[config.mk]
export PLATFORM = sky130hd
export DESIGN_NAME = sar_adc_scan_sequencer
export DESIGN_NICKNAME = d
export VERILOG_FILES = /design/src/common/scan_pkg.sv /design/src/conv_clock_div.sv /design/src/sar_adc_scan_sequencer.sv
export SDC_FILE = /design/constraint.sdc
export NUM_CORES = 1
export LEC_CHECK = 0
export BUFFER_PORTS_ARGS = -buffer_cell sky130_fd_sc_hd__buf_2
export CORE_ASPECT_RATIO = 0.7
export CORE_UTILIZATION = 40
export CTS_CLUSTER_DIAMETER = 100
export DETAILED_ROUTE_END_ITERATION = 12
export GPL_TIMING_DRIVEN = 1
export PLACE_DENSITY_LB_ADDON = 0.08
export SYNTH_ARGS = -nofsm -noshare
export SYNTH_HDL_FRONTEND = slang
export SYNTH_SLANG_ARGS = --single-unit
export TNS_END_PERCENT = 100
[constraint.sdc]
create_clock -name CLK -period 30.7 [get_ports CLK]
set_input_delay 0 -clock CLK [delete_from_list [all_inputs] [get_ports CLK]]
set_output_delay 0 -clock CLK [all_outputs]
set_load 0.02 [all_outputs]
[src/common/scan_pkg.sv]
// shared constants for the converter scan sequencer
package scan_pkg;
	localparam int RES_W        = 12;
	localparam int NCH          = 16;
	localparam int NCH_BASE     = 8;
	localparam int CLK_HZ       = 50000000;
	localparam int CONV_MAX_HZ  = 18000000;
	localparam int CONV_DIV     = (CLK_HZ + CONV_MAX_HZ - 1) / CONV_MAX_HZ;
	localparam int CONV_CLOCKS  = 18;
	localparam int SMP_W        = 8;
	localparam int THRU_MAX_SPS = 1000000;
	localparam int SLOT_MIN_CYC = (CLK_HZ + THRU_MAX_SPS - 1) / THRU_MAX_SPS;
	localparam logic [7:0] REG_CTRL    = 8'h00;
	localparam logic [7:0] REG_CHEN    = 8'h04;
	localparam logic [7:0] REG_FWSEL   = 8'h08;
	localparam logic [7:0] REG_LIMLO   = 8'h0c;
	localparam logic [7:0] REG_LIMHI   = 8'h10;
	localparam logic [7:0] REG_STAT    = 8'h14;
	localparam logic [7:0] REG_INTCLR  = 8'h18;
	localparam logic [7:0] REG_INTEN   = 8'h1c;
	localparam logic [7:0] REG_STATE   = 8'h20;
	localparam logic [7:0] REG_SWCTL   = 8'h24;
	localparam logic [7:0] REG_SMP0    = 8'h40;
	localparam logic [7:0] REG_RES0    = 8'h80;
	localparam int CTRL_START   = 0;
	localparam int CTRL_CONT    = 1;
	localparam int CTRL_FWMODE  = 2;
	localparam int CTRL_EXPAND  = 3;
	localparam int CTRL_REF_LO  = 4;
	localparam int CTRL_TEMP    = 6;
	localparam int CTRL_FWGO    = 7;
	localparam int ST_RANGE     = 0;
	localparam int ST_DONE      = 1;
	localparam int NEVT         = 2;
	localparam logic [7:0] SMP_RST   = 8'h04;
	localparam logic [11:0] LIMHI_RST = 12'hfff;
	localparam logic [3:0] TEMP_CH   = 4'hf;
endpackage

[src/conv_clock_div.sv]
// divider making the converter clock enable pulse
`timescale 1ns/10ps
module conv_clock_div
	import scan_pkg::*;
(
	input  wire logic CLK,
	input  wire logic RST,
	input  wire logic run,
	output logic      tick
);
	logic [7:0] cnt_ff;
	wire  last = (cnt_ff == 8'(CONV_DIV - 1));

	// count clk cycles, one pulse per converter clock period
	always_ff @(posedge CLK or posedge RST) begin
		if (RST)
			cnt_ff <= 8'h00;
		else if (!run || last)
			cnt_ff <= 8'h00;
		else
			cnt_ff <= cnt_ff + 8'h01;
	end

	assign tick = run && last;
endmodule

[src/sar_adc_scan_sequencer.sv]
// scan sequencer controlling a 12-bit successive approximation converter
// Summary of operation
// - results are 12 bits wide and slots are never shorter than one microsecond.
// - the converter clock enable runs at no more than 18 MHz and a conversion takes 18 of them.
// - eight channels are scanned, expandable to sixteen by a control bit.
// - once started the scan walks all enabled channels without software help.
// - the next channel is selected as the previous slot ends, with no idle slot.
// - the channel is chosen by the scan machine or by firmware, per a control bit.
// - each channel owns a result register readable after the scan.
// - each channel has its own sample time applied whenever it is converted.
// - software sets low and high limits and a result outside them raises an interrupt.
// - the range check is done as each result arrives, not at scan end.
// - the reference is one of three internal sources or the external pin.
// - the acquisition window is programmable to allow slow drivers to settle.
// - the scan machine may drive opamp analog switch control bit 0 from its sampling phase.
// - the temperature sensor may be routed in as a converter input.
// - the converter does not run while a deep low-power mode is requested.
//
// The placing of the registers and the address-and-strobe port were chosen for this implementation.
`timescale 1ns/10ps
module sar_adc_scan_sequencer
	import scan_pkg::*;
(
	input  wire logic        CLK,
	input  wire logic        RST,
	input  wire logic [7:0]  ADDR,
	input  wire logic [31:0] WDATA,
	input  wire logic        WR,
	input  wire logic        RD,
	output logic [31:0]      RDATA,
	output logic             IRQ,
	input  wire logic        DEEP_LOW_POWER,
	output logic [3:0]       MUX_SEL,
	output logic             TEMP_SEL,
	output logic [1:0]       REF_SEL,
	output logic             SAMPLE,
	output logic             CONV_CLK_EN,
	output logic             CONV_START,
	input  wire logic        CONV_DONE,
	input  wire logic [11:0] CONV_RESULT,
	output logic [7:0]       OPAMP_SW
);
	typedef enum logic [3:0] {
		S_IDLE   = 4'b0001,
		S_SAMPLE = 4'b0010,
		S_CONV   = 4'b0100,
		S_STORE  = 4'b1000
	} scan_state_t;

	scan_state_t      state_ff, nxt_state;
	logic [7:0]       ctrl_ff;
	logic [15:0]      chen_ff;
	logic [3:0]       fwsel_ff;
	logic [11:0]      limlo_ff, limhi_ff;
	logic [NEVT-1:0]  stat_ff, inten_ff, nxt_stat;
	logic [7:0]       swctl_ff;
	logic [7:0]       smp_ff [NCH];
	logic [11:0]      res_ff [NCH];
	logic [3:0]       ch_ff, nxt_ch;
	logic [7:0]       cnt_ff;
	logic [5:0]       slot_ff;
	logic             run_ff;
	logic [11:0]      last_res_ff;
	logic [31:0]      rdata_ff;
	logic             tick;

	// first enabled channel at or after a start index, wraps to none flag
	function automatic logic [4:0] next_en(input logic [15:0] en, input logic [4:0] from,
		input logic expand);
		logic [4:0] r;
		r = 5'h10;
		for (int i = NCH - 1; i >= 0; i--) begin
			if (en[i] && 5'(i) >= from && (expand || i < NCH_BASE))
				r = 5'(i);
		end
		return r;
	endfunction

	// bus decode
	wire wr_ctrl  = WR && ADDR == REG_CTRL;
	wire wr_chen  = WR && ADDR == REG_CHEN;
	wire wr_fwsel = WR && ADDR == REG_FWSEL;
	wire wr_limlo = WR && ADDR == REG_LIMLO;
	wire wr_limhi = WR && ADDR == REG_LIMHI;
	wire wr_clr   = WR && ADDR == REG_INTCLR;
	wire wr_inten = WR && ADDR == REG_INTEN;
	wire wr_swctl = WR && ADDR == REG_SWCTL;
	wire wr_smp   = WR && ADDR[7:6] == REG_SMP0[7:6];
	wire [3:0] smp_idx = ADDR[5:2];
	wire [3:0] res_idx = ADDR[5:2];

	// control fields
	wire       fw_mode  = ctrl_ff[CTRL_FWMODE];
	wire       expand   = ctrl_ff[CTRL_EXPAND];
	wire       cont     = ctrl_ff[CTRL_CONT];
	wire       start_req = wr_ctrl && WDATA[CTRL_START];
	wire       fwgo_req = wr_ctrl && WDATA[CTRL_FWGO];
	wire       blocked  = DEEP_LOW_POWER;
	wire [4:0] first_ch = next_en(chen_ff, 5'h00, expand);
	wire [4:0] after_ch = next_en(chen_ff, {1'b0, ch_ff} + 5'h01, expand);
	wire       conv_end = CONV_DONE && state_ff == S_CONV;
	wire       out_range = CONV_RESULT < limlo_ff || CONV_RESULT > limhi_ff;
	wire       slot_ok  = slot_ff >= 6'(SLOT_MIN_CYC - 1);
	wire       smp_done = tick && cnt_ff == 8'h00;

	// scan state machine
	always_comb begin
		nxt_state = state_ff;
		nxt_ch    = ch_ff;
		case (state_ff)
			S_IDLE: begin
				if (!blocked && fw_mode && fwgo_req) begin
					nxt_state = S_SAMPLE;
					nxt_ch    = fwsel_ff;
				end else if (!blocked && !fw_mode && start_req && !first_ch[4]) begin
					nxt_state = S_SAMPLE;
					nxt_ch    = first_ch[3:0];
				end
			end
			S_SAMPLE: begin
				if (blocked)
					nxt_state = S_IDLE;
				else if (smp_done)
					nxt_state = S_CONV;
			end
			S_CONV: begin
				if (blocked)
					nxt_state = S_IDLE;
				else if (conv_end && cnt_ff == 8'h00)
					nxt_state = S_STORE;
			end
			S_STORE: begin
				if (!slot_ok) begin
					nxt_state = S_STORE;
				end else if (fw_mode || blocked) begin
					nxt_state = S_IDLE;
				end else if (!after_ch[4]) begin
					nxt_state = S_SAMPLE;
					nxt_ch    = after_ch[3:0];
				end else if (cont && !first_ch[4]) begin
					nxt_state = S_SAMPLE;
					nxt_ch    = first_ch[3:0];
				end else begin
					nxt_state = S_IDLE;
				end
			end
			default: nxt_state = S_IDLE;
		endcase
	end

	// sticky events: set wins over clear
	wire store_now = state_ff == S_STORE && slot_ok;
	wire scan_end  = store_now && !fw_mode && after_ch[4];
	always_comb begin
		nxt_stat = stat_ff;
		if (wr_clr)
			nxt_stat = stat_ff & ~WDATA[NEVT-1:0];
		if (conv_end && out_range)
			nxt_stat[ST_RANGE] = 1'b1;
		if (scan_end)
			nxt_stat[ST_DONE] = 1'b1;
	end

	// state, channel and timing counters
	always_ff @(posedge CLK or posedge RST) begin
		if (RST) begin
			state_ff <= S_IDLE;
			ch_ff    <= 4'h0;
			cnt_ff   <= 8'h00;
			slot_ff  <= 6'h00;
		end else begin
			state_ff <= nxt_state;
			ch_ff    <= nxt_ch;
			if (nxt_state == S_SAMPLE && state_ff != S_SAMPLE)
				cnt_ff <= smp_ff[nxt_ch];
			else if (state_ff == S_SAMPLE && smp_done)
				cnt_ff <= 8'(CONV_CLOCKS - 1);
			else if (tick && cnt_ff != 8'h00)
				cnt_ff <= cnt_ff - 8'h01;
			if (nxt_state == S_SAMPLE && state_ff != S_SAMPLE)
				slot_ff <= 6'h00;
			else if (slot_ff != 6'h3f)
				slot_ff <= slot_ff + 6'h01;
		end
	end

	// converter run flag for the clock divider
	always_ff @(posedge CLK or posedge RST) begin
		if (RST)
			run_ff <= 1'b0;
		else
			run_ff <= nxt_state == S_SAMPLE || nxt_state == S_CONV;
	end

	conv_clock_div u_div (
		.CLK  (CLK),
		.RST  (RST),
		.run  (run_ff),
		.tick (tick)
	);

	// software registers
	always_ff @(posedge CLK or posedge RST) begin
		if (RST) begin
			ctrl_ff  <= 8'h00;
			chen_ff  <= 16'h0000;
			fwsel_ff <= 4'h0;
			limlo_ff <= 12'h000;
			limhi_ff <= LIMHI_RST;
			stat_ff  <= '0;
			inten_ff <= '0;
			swctl_ff <= 8'h00;
		end else begin
			if (wr_ctrl)
				ctrl_ff <= WDATA[7:0] & ~8'h81;                   // start and go self-clear
			if (wr_chen)
				chen_ff <= WDATA[15:0];
			if (wr_fwsel)
				fwsel_ff <= WDATA[3:0];
			if (wr_limlo)
				limlo_ff <= WDATA[11:0];
			if (wr_limhi)
				limhi_ff <= WDATA[11:0];
			if (wr_inten)
				inten_ff <= WDATA[NEVT-1:0];
			if (wr_swctl)
				swctl_ff <= WDATA[7:0];
			stat_ff <= nxt_stat;
		end
	end

	// per-channel sample times and result holding registers
	always_ff @(posedge CLK or posedge RST) begin
		if (RST) begin
			for (int i = 0; i < NCH; i++) begin
				smp_ff[i] <= SMP_RST;
				res_ff[i] <= 12'h000;
			end
			last_res_ff <= 12'h000;
		end else begin
			if (wr_smp)
				smp_ff[smp_idx] <= WDATA[7:0];
			if (conv_end) begin
				res_ff[ch_ff] <= CONV_RESULT;
				last_res_ff   <= CONV_RESULT;
			end
		end
	end

	// read mux
	wire [31:0] rd_val =
		ADDR == REG_CTRL  ? {24'h0, ctrl_ff} :
		ADDR == REG_CHEN  ? {16'h0, chen_ff} :
		ADDR == REG_FWSEL ? {28'h0, fwsel_ff} :
		ADDR == REG_LIMLO ? {20'h0, limlo_ff} :
		ADDR == REG_LIMHI ? {20'h0, limhi_ff} :
		ADDR == REG_STAT  ? {30'h0, stat_ff} :
		ADDR == REG_INTEN ? {30'h0, inten_ff} :
		ADDR == REG_STATE ? {12'h0, last_res_ff, state_ff, ch_ff} :
		ADDR == REG_SWCTL ? {24'h0, swctl_ff} :
		ADDR[7:6] == REG_SMP0[7:6] ? {24'h0, smp_ff[smp_idx]} :
		ADDR[7:6] == REG_RES0[7:6] ? {20'h0, res_ff[res_idx]} :
		32'h0;

	// read data one cycle after the strobe
	always_ff @(posedge CLK or posedge RST) begin
		if (RST)
			rdata_ff <= 32'h0;
		else if (RD)
			rdata_ff <= rd_val;
		else
			rdata_ff <= 32'h0;
	end

	// bus, interrupt and analog side outputs
	assign RDATA       = rdata_ff;
	assign IRQ         = |(stat_ff & inten_ff);
	assign MUX_SEL     = ch_ff;
	assign TEMP_SEL    = ctrl_ff[CTRL_TEMP] && ch_ff == TEMP_CH;
	assign REF_SEL     = ctrl_ff[CTRL_REF_LO+1:CTRL_REF_LO];
	assign SAMPLE      = state_ff == S_SAMPLE;
	assign CONV_CLK_EN = tick;
	assign CONV_START  = state_ff == S_SAMPLE && smp_done;
	assign OPAMP_SW    = swctl_ff[7] ? (swctl_ff & 8'h7f) | {7'h0, SAMPLE} :
		swctl_ff;
endmodule

==> impl_metrics.py, run 1 <==
metrics = {
    "clock_tree": {
        "cts_hold_buf": 33,
        "path_clk_slew_ns": 0.06,
        "post-cts-setup-buffers": 0,
        "clkSinkCount": 445,
        "root_buffer": "clkbuf_16",
        "cts_buffer_depth": 3,
        "cts_made_buffers": 47,
        "htreeDepth": 2,
        "cts_tree": "done",
        "clock_latency_ns": 0.59,
        "cts_resized": 0,
    },
    "critical_path": {
        "cp-end-kind": "flop",
        "cp_max_fo": 22,
        "timing.rr.start": "MUX_SEL[1]",
        "critPathLaunchType": "flop",
        "crit_path_start": "MUX_SEL[1]",
        "critPathRequiredTime_ns": 31.14,
        "critPathArrivalTime_ns": 6.56,
        "critPathKind": "flop to flop",
    },
    "sta": {
        "slew_headroom": 0.236,
        "fin_crit_ns": 6.12,
        "setup_tns_ns": 0,
        "worst_pin_slew_ns": 1.14,
        "finalMaxSlewViolations": 0,
        "rsz0062_at_grt": "false",
        "fin_skew_ns": 0.0234,
        "finalHoldViolCount": 0,
        "finalCritPeriodShare": 0.199,
        "fmax_mhz": 163,
        "setup_violations": 0,
    },
    "floorplan": {
        "initial_core_util": 0.408,
        "die_h_um": 204,
        "die-area_sq_um": 59500,
        "rows": 73,
        "fp.dieW_um": 291,
        "core_sq_um": 57300,
        "ios": 109,
    },
    "routing": {
        "drt_wl_total_um": 71400,
        "drtIter0Drc": 1260,
        "remaining_drc_errors": 0,
        "dr_total_vias": 16000,
        "dr.pass1.iters": 6,
        "wl_per_cell_um": 26.3,
        "viasPerCell": 5.89,
        "ant_nets": 0,
    },
    "synth": {
        "yosysWarningCount": 0,
        "synth_commonest_cells": "dfrtp_1, mux2_2, nand2_1",
        "seq_area_frac_synth": 0.478,
        "synth_edf_count": 0,
        "synthXorXnorAreaFrac": 0.00487,
        "synthAdderAreaFrac": 0.0182,
        "syn_inst": 1861,
        "ys_types": 96,
        "synth_top_family_by_area": "multiplexers",
        "synth_most_common_cell": "dfrtp_1",
        "synth_compound_area_frac": 0.0760,
        "synth_area_leader_cell": "dfrtp_1",
        "async_flop_share": 1.00,
        "synth-seq-cells": 445,
        "synth.top_cell.area_share": 0.445,
        "synth.cell_area_sq_um": 23400,
        "synth_mux_area_frac": 0.301,
        "ys_top_cells_by_area": "dfrtp_1, mux2_2, mux4_2",
        "synth-simple-area-share": 0.0843,
        "avgSynthCellArea_sq_um": 12.6,
        "synth_flop_cell": "dfrtp_1",
    },
    "power_and_ir_drop": {
        "p_comb_frac": 0.108,
        "pwr-share-seq": 0.462,
        "p_int_mw": 1.04,
        "clkPwrFrac": 0.430,
        "finalPower_mw": 1.40,
        "ir_worst_vdd_uv": 36.6,
        "switchingPower_mw": 0.365,
        "power.density_nw_per_um2": 53.4,
        "p_sw_frac": 0.260,
        "cellLeakagePower_nw": 12.2,
    },
    "flow_run": {
        "maxCapViolCount": 0,
    },
    "placed_design": {
        "gp_congestion": 0.872,
        "placed_area_sq_um": 24300,
        "numPortBuffers": 79,
        "dp_hpwl_um": 46800,
    },
    "finish": {
        "nets": 2019,
        "stdcell_area_sq_um": 26300,
        "num_antenna_cells": 0,
        "finish.utilization": 0.459,
        "drive_gt1_frac": 0.372,
        "synthToLayoutAreaGrowth_pct": 12.4,
    },
    "grt": {
        "overflow": 0,
        "grt_max_degree": 84,
        "antenna_found_initial": 2,
        "grt_pass1_wl_um": 108000,
        "grt_pass1_vias": 16200,
        "gr-usage-all-layers": 0.246,
    },
    "min_path": {
        "min_path_type": "primary input to asynchronous set/reset pin",
    },
    "outcome": {
        "status": "finished, final reports clean",
    },
}
-- cell usage in the layout, fill, tap and decap left out, types with 18 or more instances in the layout --
cell | Yosys | layout
a221oi_1 | 18 | 18
buf_2 | 15 | 77
mux2i_1 | 56 | 56
inv_1 | 46 | 45
a21oi_1 | 47 | 47
a22oi_1 | 20 | 20
nor3_1 | 25 | 25
mux4_2 | 100 | 100
ha_1 | 34 | 34
clkbuf_16 | 0 | 48
dfrtp_1 | 416 | 416
mux2_2 | 369 | 369
nand2_1 | 136 | 136
nand3_1 | 28 | 28
dfstp_2 | 29 | 29
buf_4 | 23 | 34
dlygate4sd3_1 | 0 | 33
nor2_1 | 78 | 78
o21ai_0 | 66 | 66
-- layout make-up --
class,instances,area (sq um)
multi-input combinational,1240,11400
timing repair buffer,145,982
clock buffer,59,1290
inverter,48,193
sequential,445,11200
tap,750,938
fill,5198,31000
clock inverter,27,317
-- logic make-up after synthesis --
kind of cell,Yosys count
muxes,532
DFF,445
and+or+nand+nor,390
AOI/OAI and AO/OA,258
buffers and inverters,188
adders and majority gates,34
xor gates and xnor gates,13
other,1
-- worst paths after layout --
path	cells after the start	slack (ns)	to
max	17	24.58	cnt_ff[6]
min	3	0.02	res_ff[88]
max reg2reg	17	24.58	cnt_ff[6]
min reg2reg	1	0.47	RDATA[17]
max in group asynchronous	6	27.47	u_div.cnt_ff[5]
min in group CLK	3	0.02	last_res_ff[0]
-- state kept, by name, summed over array words and instances (netlist names) --
| name | count |
|---|---|
| res_ff | 192 |
| smp_ff | 128 |
| RDATA | 20 |
| chen_ff | 16 |
| last_res_ff | 12 |
| limhi_ff | 12 |
| limlo_ff | 12 |
| cnt_ff | 8 |
| swctl_ff | 8 |
| u_div.cnt_ff | 8 |
| ctrl_ff | 6 |
| slot_ff | 6 |
| MUX_SEL | 4 |
| fwsel_ff | 4 |
| state_ff | 4 |
| inten_ff | 2 |
| stat_ff | 2 |
| run_ff | 1 |
-- through the flow --
| step | setup WS (ns) | instances | hold slack (ns) |
|---|---|---|---|
| after CTS | 24.83 | 2714 | 0.0119 |
| after floorplan | 18.35 | 1873 | 0.145 |
| after global placement | 24.86 | 2595 | 0.0966 |
| after detailed placement | 24.83 | 2595 | 0.0932 |
| final | 24.58 | 2714 | 0.0156 |
| after global routing | 24.40 | 2714 | 0.0372 |
-- power by group through the flow --
| stage | sequential [mW] | clock, mW | combinational, mW |
|---|---|---|---|
| floorplan | 0.649 | 0 | 0.112 |
| global placement | 0.657 | 0 | 0.147 |
| detailed placement | 0.658 | 0 | 0.149 |
| CTS | 0.648 | 0.618 | 0.153 |
| global route | 0.653 | 0.643 | 0.167 |
| finish | 0.649 | 0.604 | 0.152 |
-- routing by layer --
layer | vias up | wire [um] | track usage | part of all wire
met4 | 0 | 1850 | 0.0678 | 0.026
met3 | 109 | 4620 | 0.0486 | 0.065
li1 | 7023 | - | - | -
met5 | - | 0 | 0 | 0
met1 | 8379 | 35500 | 0.379 | 0.50
met2 | 474 | 29500 | 0.348 | 0.41
-- critical path: stages, from the launching register on --
cell and delay (ns):
dfrtp_1 0.64, buf_4 0.29, ha_1 0.72, nand3_1 0.50
nand2_1 0.20, a21oi_1 0.09, or3_4 0.43, nor4_4 0.33
a31oi_1 0.14, o211ai_1 0.12, and2_1 0.15, buf_4 0.27
inv_2 0.24, nor2_1 0.76, a22o_1 0.24, nor3_1 0.06
a21oi_1 0.59, mux2i_1 0.16
(Power assumes the default switching activity.)
==> run 2: changes to the inputs <==
--- a/config.mk
+++ b/config.mk
@@ -5,6 +5,7 @@
 export SDC_FILE = /design/constraint.sdc
 export NUM_CORES = 1
 export LEC_CHECK = 0
+export ABC_AREA = 1
 export BUFFER_PORTS_ARGS = -buffer_cell sky130_fd_sc_hd__buf_2
 export CORE_ASPECT_RATIO = 0.7
 export CORE_UTILIZATION = 40
==> constraint.sdc (replaced) <==
create_clock -name CLK -period 4.9 [get_ports CLK]
set_input_delay 0 -clock CLK [delete_from_list [all_inputs] [get_ports CLK]]
set_output_delay 0 -clock CLK [all_outputs]
set_load 0.02 [all_outputs]
==> impl_metrics.py, run 2 <==
metrics = {
    "outcome": {
        "status": "finished, final reports clean",
    },
    "critical_path": {
        "crit_path_start": "MUX_SEL[0]",
        "critPathArrivalTime_ns": 4.80,
        "crit_chain": "ha_1 -> xor2_2 -> nor2_1 -> o21ai_1 -> nand2_1 -> nand2_1 -> nand2_1 -> nor2_1 -> and3_1 -> nand2_4 -> o21ai_1 -> nor2_1 -> o211ai_2 -> a21boi_4 -> inv_2 -> nand3_1 -> nand3_1 -> nand3_1 -> nand2_1 -> nand2_1 -> a21oi_2",
        "cp_top_family": "simple AND/OR/NAND/NOR gates",
        "cp-end-kind": "flop",
        "critPathRequiredTime_ns": 5.42,
        "critPathLaunchType": "flop",
        "max_stage_delay_ns": 0.59,
        "timing.rr.start": "MUX_SEL[0]",
        "crit_buf_inv": 1,
        "cp_max_fo": 32,
        "critPathKind": "flop to flop",
        "cpMostUsedCell": "nand2_1",
        "slowest_stage": "inv_2",
    },
    "placed_design": {
        "pre_cts_ws_ns": 0.709,
        "dp_hpwl_um": 53000,
        "gp_congestion": 0.936,
        "placed_area_sq_um": 23600,
        "numPortBuffers": 79,
        "post-place-cells": 3472,
    },
    "floorplan": {
        "ios": 109,
        "fp.dieW_um": 286,
        "core_sq_um": 55600,
        "initial_core_util": 0.407,
        "rows": 72,
        "die_h_um": 201,
        "die-area_sq_um": 57600,
    },
    "synth": {
        "seq_area_frac_synth": 0.493,
        "avgSynthCellArea_sq_um": 8.14,
        "yosysWarningCount": 0,
        "ys_types": 58,
        "synth.top_cell.area_share": 0.460,
        "synth_flop_cell": "dfrtp_1",
        "ys_top_cells_by_area": "dfrtp_1, nand2_1, o21ai_0",
        "async_flop_share": 1.00,
        "synth_edf_count": 0,
        "synth_most_common_cell": "nand2_1",
        "synth_area_leader_cell": "dfrtp_1",
        "synth_commonest_cells": "nand2_1, o21ai_0, dfrtp_1",
        "syn_inst": 2783,
        "synth.cell_area_sq_um": 22600,
        "synth-seq-cells": 445,
    },
    "grt": {
        "grt_pass1_vias": 19200,
        "antenna_found_initial": 2,
        "grt_pass1_wl_um": 122000,
        "grt_max_degree": 140,
        "overflow": 0,
        "gr-usage-all-layers": 0.280,
    },
    "finish": {
        "final_cell_mix": "nand2_1, o21ai_0, dfrtp_1",
        "synthToLayoutAreaGrowth_pct": 12.7,
        "multi_input_area_sq_um": 9570,
        "layout_commonest_cell": "nand2_1",
        "largest-register": "res_ff",
        "stdcell_area_sq_um": 25500,
        "nets": 2907,
        "num_antenna_cells": 0,
        "final-seq-area_sq_um": 11200,
        "final_cells": 3592,
        "largest_reg_flops": 192,
        "drive_gt1_frac": 0.0968,
        "fillCellCount": 5503,
    },
    "clock_tree": {
        "cts_resized": 0,
        "htreeDepth": 2,
        "cts_made_buffers": 48,
        "clock_latency_ns": 0.60,
        "clkSinkCount": 445,
        "cts_tree": "done",
        "root_buffer": "clkbuf_16",
        "path_clk_slew_ns": 0.07,
        "cts_buffer_depth": 3,
    },
    "sta": {
        "timing.final.ws_setup_ns": 0.624,
        "slew_headroom": 0.0486,
        "fmax_mhz": 234,
        "fin_skew_ns": 0.0231,
        "worst_pin_slew_ns": 1.42,
        "setup_violations": 0,
        "fin_crit_ns": 4.28,
        "finalHoldViolCount": 0,
        "finalCritPeriodShare": 0.873,
        "rsz0062_at_grt": "false",
        "finalMaxSlewViolations": 0,
    },
    "min_path": {
        "holdCritStartpoint": "ADDR[6]",
        "min_path_type": "primary input to flop",
    },
    "power_and_ir_drop": {
        "ir_worst_vdd_uv": 335,
        "cellLeakagePower_nw": 11.7,
        "power.density_nw_per_um2": 406,
    },
    "routing": {
        "remaining_drc_errors": 0,
        "dr_total_vias": 20300,
        "viasPerCell": 5.65,
        "drtIter0Drc": 2245,
        "drt_wl_total_um": 80000,
        "dr.pass1.iters": 8,
        "wl_per_cell_um": 22.3,
        "ant_nets": 0,
    },
    "flow_run": {
        "maxCapViolCount": 0,
    },
}
## run 2: changes by cell type after synthesis, sizes merged, moves of 44 or more
cell	previous run	this run
a22oi	20	90
mux4	100	0
o22ai	10	54
nand2	139	617
nand3	28	182
mux2	376	4
clkbuf	67	131
a21oi	47	113
inv	48	291
nor2	78	132
o21ai	67	444
mux2i	56	0
## run 2: worst paths after layout
path,to,slack [ns],cells after the start
worst min register to register,swctl_ff[7],0.48,2
max in group asynchronous,u_div.cnt_ff[3],3.61,5
worst max register to register,cnt_ff[2],0.62,21
worst min-delay path,stat_ff[0],0.09,7
min in group asynchronous,res_ff[154],0.12,4
worst max-delay path,cnt_ff[2],0.62,21
## run 2: routing by layer
layer	wire (um)	part of all wire	track usage
met4	2120	0.027	0.0794
met3	7380	0.092	0.0651
met5	0	0	0
met2	32500	0.41	0.388
met1	38000	0.47	0.428
## run 2: logic make-up after synthesis
logic type,share of synthesized area
adders and majority gates,0.0188
AOI/OAI and AO/OA,0.206
xor gates and xnor gates,0.00376
and+or+nand+nor,0.188
other,0.000166
muxes,0.00199
buffers and inverters,0.0880
DFF,0.493
## run 2: through the flow
| stage | TNS, ns | util | hold WS (ns) | total power, mW |
|---|---|---|---|---|
| finish | 0 | 0.459 | 0.0885 | 10.4 |
| global route | 0 | 0.459 | 0.163 | 10.8 |
| CTS | 0 | 0.459 | 0.0345 | 10.4 |
| detailed placement | 0 | 0.424 | 0.236 | 6.59 |
| global placement | 0 | 0.424 | 0.226 | 6.56 |
| floorplan | -454.07 | - | 0.104 | 5.81 |
## run 2: cell type report
class / count / share of cell area
multi-input cells: 1867 / 0.375
well taps: 740 / 0.0363
repair buffers: 157 / 0.0446
clock buffers: 71 / 0.0553
inverters: 296 / 0.0439
clock inverters: 16 / 0.00721
flip-flops and latches: 445 / 0.438
## run 2: timing repair
action,in CTS,in global routing
buffers inserted,0,0
endpoints found under the hold margin,453,0
hold buffers,33,0
## run 2: worst min-delay path, delay by kind of cell
kind / cells / cell delay, ns
buffers and inverters: 2 / 0.25
AO/OA/AOI/OAI: 1 / 0.07
AND/OR/NAND/NOR: 4 / 0.31
## run 2: report_power, final
group / internal (mW) / total (mW) / switching [mW]
clock: 2.15 / 3.74 / 1.59
combinational: 0.745 / 2.52 / 1.77
sequential: 3.91 / 4.10 / 0.191
total: 6.80 / 10.4 / 3.55
